### src/rtl/ext_ctrl_pkg.sv
// Package: offsets, field positions, thresholds and timing for the extended control bank
package ext_ctrl_pkg;
   localparam logic [2:0] OFF_DIV_LO   = 3'h0;
   localparam logic [2:0] OFF_DIV_HI   = 3'h1;
   localparam logic [2:0] OFF_EXT_ONE  = 3'h2;
   localparam logic [2:0] OFF_LINK_CTL = 3'h3;
   localparam logic [2:0] OFF_EXT_TWO  = 3'h4;
   localparam logic [2:0] OFF_RSVD5    = 3'h5;
   localparam logic [2:0] OFF_TX_LVL   = 3'h6;
   localparam logic [2:0] OFF_RX_LVL   = 3'h7;
   localparam logic [2:0] BANK_LEGACY  = 3'h1;
   localparam logic [2:0] BANK_EXT     = 3'h2;
   localparam int BIT_EXT_SEL   = 0;
   localparam int BIT_FAIRNESS  = 1;
   localparam int BIT_DMA_TH    = 2;
   localparam int BIT_SWAP      = 3;
   localparam int BIT_LOOP      = 4;
   localparam int BIT_TX_LOOP   = 5;
   localparam int BIT_BAUD_TEST = 7;
   localparam int BIT_LOCK      = 7;
   localparam int BIT_BANK_EN   = 7;
   localparam logic [7:0] EXT_ONE_RESET  = 8'h00;
   localparam logic [7:0] EXT_TWO_RESET  = 8'h00;
   localparam logic [7:0] EXT_TWO_MASK   = 8'hB0;
   localparam logic [7:0] FALLBACK_ONE_U = 8'hA0;
   localparam logic [7:0] FALLBACK_ONE_X = 8'hA1;
   localparam logic [7:0] FALLBACK_TWO   = 8'h3F;
   localparam logic [1:0] PRE_13    = 2'b00;
   localparam logic [1:0] PRE_1P625 = 2'b01;
   localparam logic [1:0] PRE_1     = 2'b11;
   localparam logic [4:0] TX_TH_LO = 5'h0D;
   localparam logic [4:0] TX_TH_HI = 5'h07;
   localparam logic [4:0] RX_TH_LO = 5'h04;
   localparam logic [4:0] RX_TH_HI = 5'h0A;
   localparam int FIFO_DEPTH = 16;
   localparam int CLK_MHZ = 24;
   localparam int FAIR_NS = 10500;
   localparam int FAIR_CYCLES = (FAIR_NS * CLK_MHZ) / 1000;
   localparam logic [3:0] BAUD_OVERSAMPLE = 4'hF;
   typedef struct packed {
      logic tx_req;
      logic rx_req;
   } dma_req_t;
   typedef struct packed {
      logic tx_ack;
      logic rx_ack;
   } dma_ack_t;
   typedef struct packed {
      logic dtr;
      logic rts;
      logic out1;
      logic out2;
   } modem_out_t;
   typedef struct packed {
      logic dsr;
      logic cts;
      logic ri;
      logic dcd;
   } modem_in_t;
endpackage : ext_ctrl_pkg

### src/rtl/uart_extended_control_bank.sv
// Extended control and status bank with baud generator, DMA gating and loopback routing
//
// Overview of operation
// - Bank two decodes offsets 00h to 07h.
// - Alternate divisor ports never cause fallback.
// - Either divisor write reloads the baud counter next cycle.
// - Control one resets zero, bit0 extended.
// - Fairness clear: drop DMA after 10.5us.
// - Fairness set: drop on FIFO full/empty.
// - Transmit request below 13 or 7.
// - Receive request at 4/10 or timeout.
// - Swap bit exchanges DMA request/acknowledge routing.
// - Loopback bit is control one bit4.
// - Extended loopback: DTR->DSR,RI; RTS->CTS,DCD.
// - Loopback modem status from modem control bits.
// - Loopback disconnects inputs, receiver fed internally.
// - Loopback holds serial high, infrared low, unless bit5 set.
// - Baud test drives generator onto DTR.
// - Prescaler divides by 13, 1.625, 1.
// - Lock redirects legacy divisor to scratchpads in non-extended mode.
// - Offset 05h resets and reads zero.
// - Transmit level register is read-only count.
// - Levels in bits 4-0, upper zero.
// - Unlocked legacy divisor access forces fallback.
// - Divisor makes 16x clock, then divide 16.
module uart_extended_control_bank
   import ext_ctrl_pkg::*;
#(
   parameter int LVL_W = 5
) (
   input  wire logic       MCLK,
   input  wire logic       RSTN,
   input  wire logic [2:0] ADDR,
   input  wire logic [7:0] WDATA,
   input  wire logic       WR,
   input  wire logic       RD,
   output logic      [7:0] RDATA,
   input  wire logic [LVL_W-1:0] TX_LEVEL,
   input  wire logic [LVL_W-1:0] RX_LEVEL,
   input  wire logic       RX_DMA_TIMEOUT,
   input  wire dma_ack_t   DMA_ACK_IN,
   output dma_ack_t        DMA_ACK_OUT,
   output dma_req_t        DMA_REQ,
   input  wire logic       TX_SER_INT,
   input  wire logic       TX_IR_INT,
   input  wire logic       SIN,
   input  wire logic       IRRX,
   input  wire modem_in_t  MODEM_PINS,
   input  wire modem_out_t MODEM_CTL,
   output logic            RX_SER_INT,
   output logic            RX_IR_INT,
   output logic            SOUT,
   output logic            IRTX,
   output modem_out_t      MODEM_OUT,
   output modem_in_t       MODEM_STATUS,
   input  wire logic       IR_MODE,
   input  wire logic       IR_MS_SELECT,
   output logic            MS_INT_ENABLE,
   output logic            BAUD_16X_EN,
   output logic            BAUD_EN,
   output logic            EXTENDED_MODE,
   output logic            LOOPBACK
);
   // Read mux and thresholds assume five-bit levels
   if (LVL_W != 5) begin : g_lvl_check
      $error("level width must be 5");
   end

   ////////////////////////////////////////////////////////////////////////////////
   logic rst_s1_q, rst_s2_q;
   always_ff @(posedge MCLK or negedge RSTN) begin
      if (!RSTN) begin
         rst_s1_q <= 1'b0;
         rst_s2_q <= 1'b0;
      end else begin
         rst_s1_q <= 1'b1;
         rst_s2_q <= rst_s1_q;
      end
   end
   wire rst_n = rst_s2_q;

   // Pin inputs pass two flops before use
   logic [1:0] sin_s_q, irrx_s_q;
   modem_in_t  mp_s1_q, mp_s2_q;
   always_ff @(posedge MCLK or negedge rst_n) begin
      if (!rst_n) begin
         sin_s_q  <= 2'b11;
         irrx_s_q <= 2'b00;
         mp_s1_q  <= '0;
         mp_s2_q  <= '0;
      end else begin
         sin_s_q  <= {sin_s_q[0], SIN};
         irrx_s_q <= {irrx_s_q[0], IRRX};
         mp_s1_q  <= MODEM_PINS;
         mp_s2_q  <= mp_s1_q;
      end
   end

   ////////////////////////////////////////////////////////////////////////////////
   logic [7:0] div_lo_q, div_hi_q, ext_one_q, ext_two_q, link_q, scr_lo_q, scr_hi_q;
   logic       reload_q;

   wire       sel_bank2 = link_q[BIT_BANK_EN] && (link_q[2:0] == BANK_EXT);
   wire       sel_bank1 = link_q[BIT_BANK_EN] && (link_q[2:0] == BANK_LEGACY);
   wire       ext_mode  = ext_one_q[BIT_EXT_SEL];
   wire       locked    = ext_two_q[BIT_LOCK] && !ext_mode;
   wire       acc       = WR || RD;
   wire       div_acc   = (ADDR == OFF_DIV_LO) || (ADDR == OFF_DIV_HI);
   wire       legacy_div = sel_bank1 && acc && div_acc;
   wire       fallback  = legacy_div && !locked;
   wire       wr_div_lo = WR && ((sel_bank2 && ADDR == OFF_DIV_LO) || (fallback && ADDR == OFF_DIV_LO));
   wire       wr_div_hi = WR && ((sel_bank2 && ADDR == OFF_DIV_HI) || (fallback && ADDR == OFF_DIV_HI));
   wire       wr_scr_lo = WR && legacy_div && locked && ADDR == OFF_DIV_LO;
   wire       wr_scr_hi = WR && legacy_div && locked && ADDR == OFF_DIV_HI;
   wire       wr_e1     = WR && sel_bank2 && ADDR == OFF_EXT_ONE;
   wire       wr_e2     = WR && sel_bank2 && ADDR == OFF_EXT_TWO;
   wire       wr_link   = WR && ADDR == OFF_LINK_CTL;
   wire [7:0] fb_one    = ext_mode ? FALLBACK_ONE_X : FALLBACK_ONE_U;

   always_ff @(posedge MCLK or negedge rst_n) begin
      if (!rst_n) begin
         div_lo_q  <= 8'h00;
         div_hi_q  <= 8'h00;
         ext_one_q <= EXT_ONE_RESET;
         ext_two_q <= EXT_TWO_RESET;
         link_q    <= 8'h00;
         scr_lo_q  <= 8'h00;
         scr_hi_q  <= 8'h00;
         reload_q  <= 1'b0;
      end else begin
         reload_q <= wr_div_hi || wr_div_lo;
         if (wr_div_lo) div_lo_q <= WDATA;
         if (wr_div_hi) div_hi_q <= WDATA;
         if (wr_scr_lo) scr_lo_q <= WDATA;
         if (wr_scr_hi) scr_hi_q <= WDATA;
         if (wr_link) link_q <= WDATA;
         if (fallback) begin
            ext_one_q <= ext_one_q & ~fb_one;
            ext_two_q <= ext_two_q & ~FALLBACK_TWO;
         end else begin
            if (wr_e1) ext_one_q <= WDATA;
            if (wr_e2) ext_two_q <= WDATA & EXT_TWO_MASK;
         end
      end
   end

   // Loopback storage held in control one bit 4
   wire loop_on = ext_one_q[BIT_LOOP];

   ////////////////////////////////////////////////////////////////////////////////
   // Read mux; data stands one cycle after the strobe
   wire [7:0] rd_lvl_tx = {3'b000, TX_LEVEL};
   wire [7:0] rd_lvl_rx = {3'b000, RX_LEVEL};
   logic [7:0] rd_mux;
   always_comb begin
      rd_mux = 8'h00;
      if (ADDR == OFF_LINK_CTL) rd_mux = link_q;
      else if (sel_bank1 && locked && ADDR == OFF_DIV_LO) rd_mux = scr_lo_q;
      else if (sel_bank1 && locked && ADDR == OFF_DIV_HI) rd_mux = scr_hi_q;
      else if (sel_bank1 && ADDR == OFF_DIV_LO) rd_mux = div_lo_q;
      else if (sel_bank1 && ADDR == OFF_DIV_HI) rd_mux = div_hi_q;
      else if (sel_bank2 && ADDR == OFF_DIV_LO) rd_mux = div_lo_q;
      else if (sel_bank2 && ADDR == OFF_DIV_HI) rd_mux = div_hi_q;
      else if (sel_bank2 && ADDR == OFF_EXT_ONE) rd_mux = ext_one_q;
      else if (sel_bank2 && ADDR == OFF_EXT_TWO) rd_mux = ext_two_q;
      else if (sel_bank2 && ADDR == OFF_RSVD5) rd_mux = 8'h00;
      else if (sel_bank2 && ADDR == OFF_TX_LVL) rd_mux = rd_lvl_tx;
      else if (sel_bank2 && ADDR == OFF_RX_LVL) rd_mux = rd_lvl_rx;
   end
   always_ff @(posedge MCLK or negedge rst_n) begin
      if (!rst_n) RDATA <= 8'h00;
      else if (RD) RDATA <= rd_mux;
      else RDATA <= 8'h00;
   end

   ////////////////////////////////////////////////////////////////////////////////
   // Prescaler: 1.625 done as 8 enables per 13 input clocks
   logic [3:0] pre_cnt_q;
   logic [3:0] frac_q;
   logic       pre_en_q;
   wire [1:0]  presel = ext_two_q[5:4];
   always_ff @(posedge MCLK or negedge rst_n) begin
      if (!rst_n) begin
         pre_cnt_q <= 4'h0;
         frac_q    <= 4'h0;
         pre_en_q  <= 1'b0;
      end else begin
         pre_en_q <= 1'b0;
         case (presel)
            PRE_13: begin
               pre_en_q  <= (pre_cnt_q == 4'hC);
               pre_cnt_q <= (pre_cnt_q == 4'hC) ? 4'h0 : pre_cnt_q + 4'h1;
            end
            PRE_1P625: begin
               pre_en_q <= (frac_q >= 4'h5);
               frac_q   <= (frac_q >= 4'h5) ? frac_q - 4'h5 : frac_q + 4'h8;
            end
            PRE_1: pre_en_q <= 1'b1;
            default: pre_en_q <= 1'b0;
         endcase
      end
   end

   // Divisor counter feeds 16x enable, then divide by 16
   logic [15:0] bcnt_q;
   logic [3:0]  os_q;
   logic        b16_q, b1_q, bclk_q;
   wire  [15:0] divisor = {div_hi_q, div_lo_q};
   always_ff @(posedge MCLK or negedge rst_n) begin
      if (!rst_n) begin
         bcnt_q <= 16'h0000;
         os_q   <= 4'h0;
         b16_q  <= 1'b0;
         b1_q   <= 1'b0;
         bclk_q <= 1'b0;
      end else begin
         b16_q <= 1'b0;
         b1_q  <= 1'b0;
         if (reload_q) begin
            bcnt_q <= divisor;
         end else if (pre_en_q && divisor != 16'h0000) begin
            if (bcnt_q <= 16'h0001) begin
               bcnt_q <= divisor;
               b16_q  <= 1'b1;
               bclk_q <= ~bclk_q;
               os_q   <= os_q + 4'h1;
               b1_q   <= (os_q == BAUD_OVERSAMPLE);
            end else begin
               bcnt_q <= bcnt_q - 16'h0001;
            end
         end
      end
   end
   assign BAUD_16X_EN = b16_q;
   assign BAUD_EN     = b1_q;

   ////////////////////////////////////////////////////////////////////////////////
   // DMA requests and fairness timer
   wire       th_sel = ext_one_q[BIT_DMA_TH];
   wire       fair   = ext_one_q[BIT_FAIRNESS];
   wire [4:0] tx_th  = th_sel ? TX_TH_HI : TX_TH_LO;
   wire [4:0] rx_th  = th_sel ? RX_TH_HI : RX_TH_LO;
   wire       tx_raw = TX_LEVEL < tx_th;
   wire       rx_raw = (RX_LEVEL >= rx_th) || RX_DMA_TIMEOUT;
   wire       tx_full  = TX_LEVEL == 5'(FIFO_DEPTH);
   wire       rx_empty = RX_LEVEL == 5'h00;
   logic [15:0] fair_q;
   logic        cut_q;
   wire         busy = tx_raw || rx_raw;
   always_ff @(posedge MCLK or negedge rst_n) begin
      if (!rst_n) begin
         fair_q <= 16'h0000;
         cut_q  <= 1'b0;
      end else if (!busy || fair) begin
         fair_q <= 16'h0000;
         cut_q  <= 1'b0;
      end else if (fair_q >= 16'(FAIR_CYCLES - 1)) begin
         cut_q <= 1'b1;
      end else begin
         fair_q <= fair_q + 16'h0001;
      end
   end
   wire tx_req = tx_raw && (fair ? !tx_full : !cut_q);
   wire rx_req = rx_raw && (fair ? !rx_empty : !cut_q);
   wire swap   = ext_one_q[BIT_SWAP];
   assign DMA_REQ.tx_req     = swap ? rx_req : tx_req;
   assign DMA_REQ.rx_req     = swap ? tx_req : rx_req;
   assign DMA_ACK_OUT.tx_ack = swap ? DMA_ACK_IN.rx_ack : DMA_ACK_IN.tx_ack;
   assign DMA_ACK_OUT.rx_ack = swap ? DMA_ACK_IN.tx_ack : DMA_ACK_IN.rx_ack;

   ////////////////////////////////////////////////////////////////////////////////
   // Loopback routing; modem control bits come from an outside register image
   modem_out_t mc;
   assign mc = MODEM_CTL;
   wire tx_loop = ext_one_q[BIT_TX_LOOP];
   assign RX_SER_INT = loop_on ? TX_SER_INT : sin_s_q[1];
   assign RX_IR_INT  = loop_on ? TX_IR_INT : irrx_s_q[1];
   assign SOUT = (loop_on && !tx_loop) ? 1'b1 : TX_SER_INT;
   assign IRTX = (loop_on && !tx_loop) ? 1'b0 : TX_IR_INT;
   always_comb begin
      MODEM_STATUS = mp_s2_q;
      if (loop_on && ext_mode) begin
         MODEM_STATUS = '{dsr: mc.dtr, cts: mc.rts, ri: mc.dtr, dcd: mc.rts};
      end else if (loop_on) begin
         MODEM_STATUS = '{dsr: mc.dtr, cts: mc.rts, ri: mc.out1, dcd: mc.out2};
      end
   end
   assign MS_INT_ENABLE = !IR_MODE || !IR_MS_SELECT;
   assign MODEM_OUT.dtr  = ext_one_q[BIT_BAUD_TEST] ? bclk_q : (loop_on ? 1'b0 : mc.dtr);
   assign MODEM_OUT.rts  = loop_on ? 1'b0 : mc.rts;
   assign MODEM_OUT.out1 = loop_on ? 1'b0 : mc.out1;
   assign MODEM_OUT.out2 = loop_on ? 1'b0 : mc.out2;
   assign EXTENDED_MODE  = ext_mode;
   assign LOOPBACK       = loop_on;
endmodule : uart_extended_control_bank

### config.mk
export PLATFORM = sky130hd
export DESIGN_NAME = uart_extended_control_bank
export DESIGN_NICKNAME = d
export VERILOG_FILES = /design/src/rtl/ext_ctrl_pkg.sv /design/src/rtl/uart_extended_control_bank.sv
export SDC_FILE = /design/constraint.sdc
export NUM_CORES = 1
export LEC_CHECK = 0
export ABC_AREA = 1
export BUFFER_PORTS_ARGS = -buffer_cell sky130_fd_sc_hd__buf_2
export CAP_MARGIN = 30
export CORE_ASPECT_RATIO = 0.7
export CORE_MARGIN = 2
export CORE_UTILIZATION = 63
export CTS_CLUSTER_SIZE = 28
export DETAILED_ROUTE_END_ITERATION = 8
export GPL_TIMING_DRIVEN = 0
export PLACE_DENSITY = 0.94
export SLEW_MARGIN = 25
export SYNTH_ARGS = -nofsm -noshare
export SYNTH_HDL_FRONTEND = slang
export SYNTH_SLANG_ARGS = --single-unit
### constraint.sdc
create_clock -name MCLK -period 6.7 [get_ports MCLK]
set_input_delay 0 -clock MCLK [delete_from_list [all_inputs] [get_ports MCLK]]
set_output_delay 0 -clock MCLK [all_outputs]
set_load 0.01 [all_outputs]
==> run_results.csv, run 1 <==
group,metric,value,unit
timing,worst_hold_slack,18.5,ps
timing,drv_slew,0,
global_route,track_usage,35.6,%
timing,rsz0062_at_grt,"false",
final_layout,area_delta_synth_final,19.7,%
setup_path,critPathArrivalTime,2540,ps
outcome,outcome,"completed",
timing,max_freq,448,MHz
route,vias,6077,
final_layout,layout.nets,936,
clock_tree,clkSinkCount,123,
route,routedWlPerCell,17.6,um
power_and_ir_drop,netSwitchingFraction,37.3,%
run,drv_cap,0,
power_and_ir_drop,p_seq_share,38.7,%
clock_tree,cts_hold_buf,11,
min_path,hold_path_class,"primary input to flip-flop",
power_and_ir_drop,combPwrFrac,27.0,%
place,gp_congestion,1.01,
route,drc,0,
setup_path,r2r_slack,4470,ps
clock_tree,cts_resized,0,
logic_synthesis,synth_seq_area_share,48.4,%
timing,tns,0,ps
route,routed_wl,18.0,mm
power_and_ir_drop,clkPwrFrac,34.3,%
logic_synthesis,syn_area_per_cell,8.18,sq um
timing,slew_headroom,61.0,%
power_and_ir_drop,p_leak,0.00383,uW
global_route,grt_max_degree,56,
clock_tree,tritoncts,"yes",
logic_synthesis,yosysUniqueCellTypes,45,
setup_path,crit_type,"flip-flop to flip-flop",
final_layout,drive_gt1_share,18.1,%
route,drt_pre_antenna_iters,5,
floorplanning,io_pins,71,
clock_tree,post-cts-setup-buffers,0,
logic_synthesis,syn_nets,834,
clock_tree,insertion_delay,430,ps
setup_path,required,7010,ps
min_path,whs_endpoint,"div_lo_q[3]",
final_layout,final_area,7630,sq um
final_layout,fill_cells,643,
setup_path,reg2reg_depth,6,
place,io_buffers,70,
clock_tree,cts-buffers-inserted,17,
floorplanning,dieArea,10900,sq um
final_layout,seqCellArea,3080,sq um
clock_tree,cts_buffer_depth,2,
logic_synthesis,synth_cells,779,
floorplanning,start_util,65.3,%
power_and_ir_drop,p_per_area,347,nW/um^2
setup_path,timing.rr.end,"scr_lo_q[0]",
min_path,hold_path_depth,3,
floorplanning,row_count,30,
route,vias_per_cell,5.95,
clock_tree,cts_max_level,4,
floorplanning,die_h,88.1,um
power_and_ir_drop,ir_drop,0.253,mV
final_layout,diodes,0,
min_path,hold_start,"WDATA[3]",
logic_synthesis,synth_area,6370,sq um
power_and_ir_drop,p_int,1660,uW
logic_synthesis,synth_seq_cells,123,
place,dpl_cell_area,6940,sq um
timing,tightest_slew,582,ps
setup_path,r2r-start,"ext_one_q[0]",
logic_synthesis,ys_warn_count,0,
timing,period_share,33.3,%
final_layout,multi_input_area,2770,sq um
setup_path,worstSetupStartpointType,"flip-flop",
global_route,grt_pass1_wl,29.3,mm
global_route,antenna_found_initial,1,
floorplanning,core_area,9760,sq um
place,hpwlAfterDp,11.7,mm
power_and_ir_drop,p_switching,988,uW
timing,post-route-min-period,2230,ps
global_route,grt-ovfl-total,0,
floorplanning,die_x,124,um
route,ant_nets,0,
clock_tree,cts-root-buf,"clkbuf_16",
global_route,grt_pass1_vias,6041,
timing,skew,9.53,ps
setup_path,endpoint_kind,"flip-flop",
clock_tree,path_clk_slew,60,ps
setup_path,path_max_fanout,10,
timing,setup_viol,0,
timing,hold_viol,0,
route,first_iter_violations,822,
==> worst max-delay path by stage <==
stage / from / end / cells past startpoint
4_1_cts: ext_one_q[2] / DMA_REQ[0] / 9
5_1_grt: bcnt_q[0] / BAUD_EN / 8
6_report: ext_one_q[0] / scr_lo_q[0] / 6
3_5_place_dp: ext_one_q[2] / fair_q[9] / 8
3_3_place_gp: rst_n / RDATA[2] / 0
2_1_floorplan: rst_n / BAUD_16X_EN / 0
==> worst max-delay path: stages (launching register included) <==
cell and delay [ps]:
dfrtp_1 450, inv_1 190, nand2_1 270, nor2_1 250
nand3_1 310, clkbuf_1 320, o21ai_0 320
==> logic make-up after synthesis <==
| group | count (synthesis) | share of synthesized area (%) |
|---|---|---|
| AND/OR/NAND/NOR | 327 | 23.2 |
| AO/OA/AOI/OAI | 170 | 15.7 |
| other | 1 | 0.0589 |
| flip-flops | 123 | 48.4 |
| multiplexers | 1 | 0.177 |
| adder cells (fa/ha/maj) | 13 | 2.55 |
| XOR/XNOR | 14 | 1.92 |
| buffers and inverters | 130 | 8.11 |
==> cell usage after synthesis (all sizes together) <==
| cell type | instances | area, sq um |
|---|---|---|
| a21oi | 31 | 155 |
| nand4 | 8 | 50.1 |
| nor3b | 1 | 7.51 |
| buf | 6 | 51.3 |
| a21boi | 1 | 7.51 |
| a22o | 1 | 8.76 |
| a221oi | 2 | 17.5 |
| o22ai | 13 | 81.3 |
| nand3b | 1 | 7.51 |
| and3 | 1 | 6.26 |
| inv | 114 | 428 |
| nand2 | 185 | 742 |
| o221ai | 1 | 8.76 |
| a311oi | 1 | 8.76 |
| conb | 1 | 3.75 |
| nor2 | 78 | 355 |
| xor2 | 10 | 87.6 |
| o21ai | 107 | 599 |
| dfrtp | 121 | 3030 |
| xnor2 | 4 | 35.0 |
| a31oi | 1 | 6.26 |
| o211ai | 10 | 88.8 |
| nor4 | 5 | 31.3 |
| or2 | 4 | 25.0 |
| dfstp | 2 | 52.6 |
| nor3 | 13 | 65.1 |
| nand3 | 31 | 185 |
| mux2 | 1 | 11.3 |
| a21o | 1 | 7.51 |
| ha | 13 | 163 |
| clkbuf | 10 | 37.5 |
| a2111oi | 1 | 8.76 |
==> flip-flops by register name, summed over array words and instances, names as in the netlist, 8 cells and up <==
name,flops
bcnt_q,16
fair_q,16
RDATA,8
div_hi_q,8
div_lo_q,8
ext_one_q,8
link_q,8
scr_hi_q,8
scr_lo_q,8
==> power by group through the flow <==
stage / Sequential, uW / Combinational [uW] / Clock, uW
4_1_cts: 1020 / 700 / 907
3_5_place_dp: 1020 / 672 / 0
5_1_grt: 1040 / 799 / 944
3_3_place_gp: 1030 / 625 / 0
6_report: 1020 / 714 / 909
2_1_floorplan: 998 / 487 / 0
==> per-layer routing <==
layer  wire length, um  GRT usage, %  up-vias
met5                13             0        -
met4               805          18.2        2
met3              1940          9.96       99
met2              8240          54.2      423
met1              7010          47.0     2815
li1                  -             -     2738
==> layout by cell type (no fill, tap or decap), drive strengths merged <==
cell type / Yosys / layout
conb: 1 / 1
dlygate4sd3: 0 / 11
xor2: 10 / 10
o221ai: 1 / 1
bufinv: 0 / 1
nand4: 8 / 8
clkinv: 0 / 3
a221oi: 2 / 2
or2: 4 / 4
dfrtp: 121 / 121
and3: 1 / 1
mux2: 1 / 1
o22ai: 13 / 13
nor4: 5 / 5
ha: 13 / 13
clkinvlp: 0 / 2
inv: 114 / 123
a21oi: 31 / 31
nand2: 185 / 185
o211ai: 10 / 10
o21ai: 107 / 107
a22o: 1 / 1
a21boi: 1 / 1
a21o: 1 / 1
a311oi: 1 / 1
nor3: 13 / 13
a2111oi: 1 / 1
dfstp: 2 / 2
nand3b: 1 / 1
nor3b: 1 / 1
a31oi: 1 / 1
buf: 6 / 78
clkbuf: 10 / 27
xnor2: 4 / 4
nand3: 31 / 31
nor2: 78 / 78
==> through the flow <==
step	total power (uW)	util, %	setup WS (ps)	cells
final	2650	78.2	4470	1022
after global routing	2780	78.2	4390	1022
after CTS	2620	78.2	4570	1022
after detailed placement	1700	71.1	4630	979
after global placement	1650	70.5	1840	977
after floorplan	1490	-	3020	779
==> layout make-up <==
class	instances	share of cell area [%]
inverters	114	5.61
multi-input cells	526	36.4
well taps	128	2.10
flip-flops and latches	123	40.4
plain buffers	16	1.16
clock buffers	17	5.58
clock inverters	15	1.98
repair buffers	83	6.76
(Power assumes the default switching activity.)
==> inputs of run 2 (changes only) <==
--- a/config.mk
+++ b/config.mk
@@ -10,11 +10,11 @@
 export CAP_MARGIN = 30
 export CORE_ASPECT_RATIO = 0.7
 export CORE_MARGIN = 2
-export CORE_UTILIZATION = 63
+export CORE_UTILIZATION = 53
 export CTS_CLUSTER_SIZE = 28
 export DETAILED_ROUTE_END_ITERATION = 8
 export GPL_TIMING_DRIVEN = 0
-export PLACE_DENSITY = 0.94
+export PLACE_DENSITY = 0.85
 export SLEW_MARGIN = 25
 export SYNTH_ARGS = -nofsm -noshare
 export SYNTH_HDL_FRONTEND = slang
==> constraint.sdc (replaced) <==
create_clock -name MCLK -period 1.9 [get_ports MCLK]
set_input_delay 0 -clock MCLK [delete_from_list [all_inputs] [get_ports MCLK]]
set_output_delay 0 -clock MCLK [all_outputs]
set_load 0.01 [all_outputs]
==> run_results.csv, run 2 (synthesis gave the netlist of run 1 again) <==
group,metric,value,unit
outcome,outcome,"finished with violations",
outcome,failed_checks,"setup timing",
global_route,grt-ovfl-total,0,
global_route,antenna_found_initial,0,
clock_tree,path_clk_slew,60,ps
final_layout,final_common_cell,"nand2_1",
setup_path,crit_type,"flip-flop to output port",
final_layout,diodes,0,
timing,rsz0062_at_grt,"true",
clock_tree,cts_max_level,4,
timing,setup_viol,3,
final_layout,fin_util,69.7,%
route,vias,6075,
route,first_iter_violations,633,
power_and_ir_drop,power,9870,uW
power_and_ir_drop,ir_drop,0.799,mV
clock_tree,insertion_delay,420,ps
setup_path,required,1900,ps
setup_path,worstSetupStartpointType,"flip-flop",
timing,period_share,109,%
final_layout,fill_cells,877,
power_and_ir_drop,p_per_area,1210,nW/um^2
floorplanning,dieArea,12900,sq um
final_layout,drive_gt1_share,27.5,%
final_layout,seqCellArea,3090,sq um
route,routed_wl,18.3,mm
final_layout,multi_input_area,3010,sq um
timing,slew_headroom,61.0,%
setup_path,path_max_fanout,5,
route,vias_per_cell,5.63,
floorplanning,die_h,95.7,um
final_layout,area_delta_synth_final,28.2,%
final_layout,final_area,8170,sq um
run,drv_cap,0,
timing,tns,-333,ps
clock_tree,clkSinkCount,123,
timing,tightest_slew,582,ps
place,hpwlAfterDp,11.8,mm
route,drt_pre_antenna_iters,5,
setup_path,endpoint_kind,"output port",
clock_tree,tritoncts,"yes",
global_route,grt_pass1_vias,5511,
final_layout,reg.largest.list,"bcnt_q: 16 flops, fair_q: 16 flops",
place,gp_congestion,0.955,
place,io_buffers,70,
floorplanning,die_x,135,um
place,dpl_cell_area,6980,sq um
route,routedWlPerCell,16.9,um
floorplanning,core_area,11700,sq um
floorplanning,row_count,33,
setup_path,critPathArrivalTime,2080,ps
timing,skew,6.69,ps
route,ant_nets,0,
timing,worst_hold_slack,27.8,ps
floorplanning,io_pins,71,
global_route,grt_pass1_wl,27.6,mm
timing,drv_slew,0,
timing,post-route-min-period,2080,ps
clock_tree,cts_buffer_depth,2,
clock_tree,cts-buffers-inserted,17,
floorplanning,start_util,54.3,%
timing,max_freq,481,MHz
global_route,grt_max_degree,50,
final_layout,layout.nets,965,
route,drc,0,
timing,worst_slack,-179,ps
final_layout,mostFrequentLayoutCells,"nand2_1, dfrtp_1, inv_1",
clock_tree,cts-root-buf,"clkbuf_16",
global_route,track_usage,27.9,%
timing,hold_viol,0,
min_path,hold_path_class,"primary input to flip-flop",
power_and_ir_drop,p_leak,0.00408,uW
## run 2: cell types whose count changed in the layout (fill, tap and decap cells not counted), moves of 8 or more
cell,before,now
nand2_1,176,168
nor2_1,67,59
o21ai_0,79,71
buf_4,1,28
inv_1,106,95
inv_2,8,18
## run 2: through the flow
stage,cells,setup slack [ps]
2_1_floorplan,779,168
3_3_place_gp,1006,-142
3_5_place_dp,1008,-276
4_1_cts,1056,-110
5_1_grt,1080,-274
6_report,1080,-179
## run 2: worst max-delay path: stages (launching register included)
cell and delay (ps):
dfrtp_2 450, inv_2 90, ha_4 190, a21o_1 160
a311oi_2 220, inv_1 100, nor2_2 120, nand2_1 80
o21ai_1 100, buf_2 150
## run 2: layout make-up
cell class | instances | share of cell area [%]
Clock buffer | 17 | 5.21
Buffer | 16 | 1.35
Timing Repair Buffer | 111 | 9.05
Sequential cell | 123 | 37.8
Tap cell | 157 | 2.41
Clock inverter | 15 | 2.01
Inverter | 114 | 5.28
Multi-Input combinational cell | 527 | 36.9
## run 2: timing repair
| action | CTS | global route |
|---|---|---|
| hold buffers | 10 | 0 |
| setup endpoints to repair | 40 | 70 |
| resized for setup | 20 | 79 |
| cloned | 0 | 1 |
| buffers inserted | 6 | 23 |
| pin swaps | 5 | 21 |
| endpoints found under the hold margin | 18 | 0 |
## run 2: layer usage
layer / GRT usage [%] / wire, um / up-vias
li1: - / - / 2804
met1: 40.1 / 8020 / 2909
met2: 42.2 / 8330 / 323
met3: 5.85 / 1540 / 39
met4: 10.2 / 397 / 0
met5: 0 / 0 / -
## run 2: path summary, 6_finish.rpt
check	start	to	slack, ps	cells after the start
max reg2reg	bcnt_q[12]	bcnt_q[0]	-40	10
max in group asynchronous	rst_n	bcnt_q[1]	760	2
min reg2reg	rst_n	mp_s1_q[3]	270	0
min in group asynchronous	rst_n	mp_s1_q[3]	270	0
min	WDATA[6]	div_lo_q[6]	30	3
max	ext_one_q[2]	DMA_REQ[0]	-180	9
## run 2: power by group
| part | leakage (uW) | switching [uW] | internal (uW) |
|---|---|---|---|
| clock network | 0.000285 | 1300 | 1950 |
| registers | 0.00159 | 502 | 3140 |
| logic | 0.00220 | 1810 | 1160 |
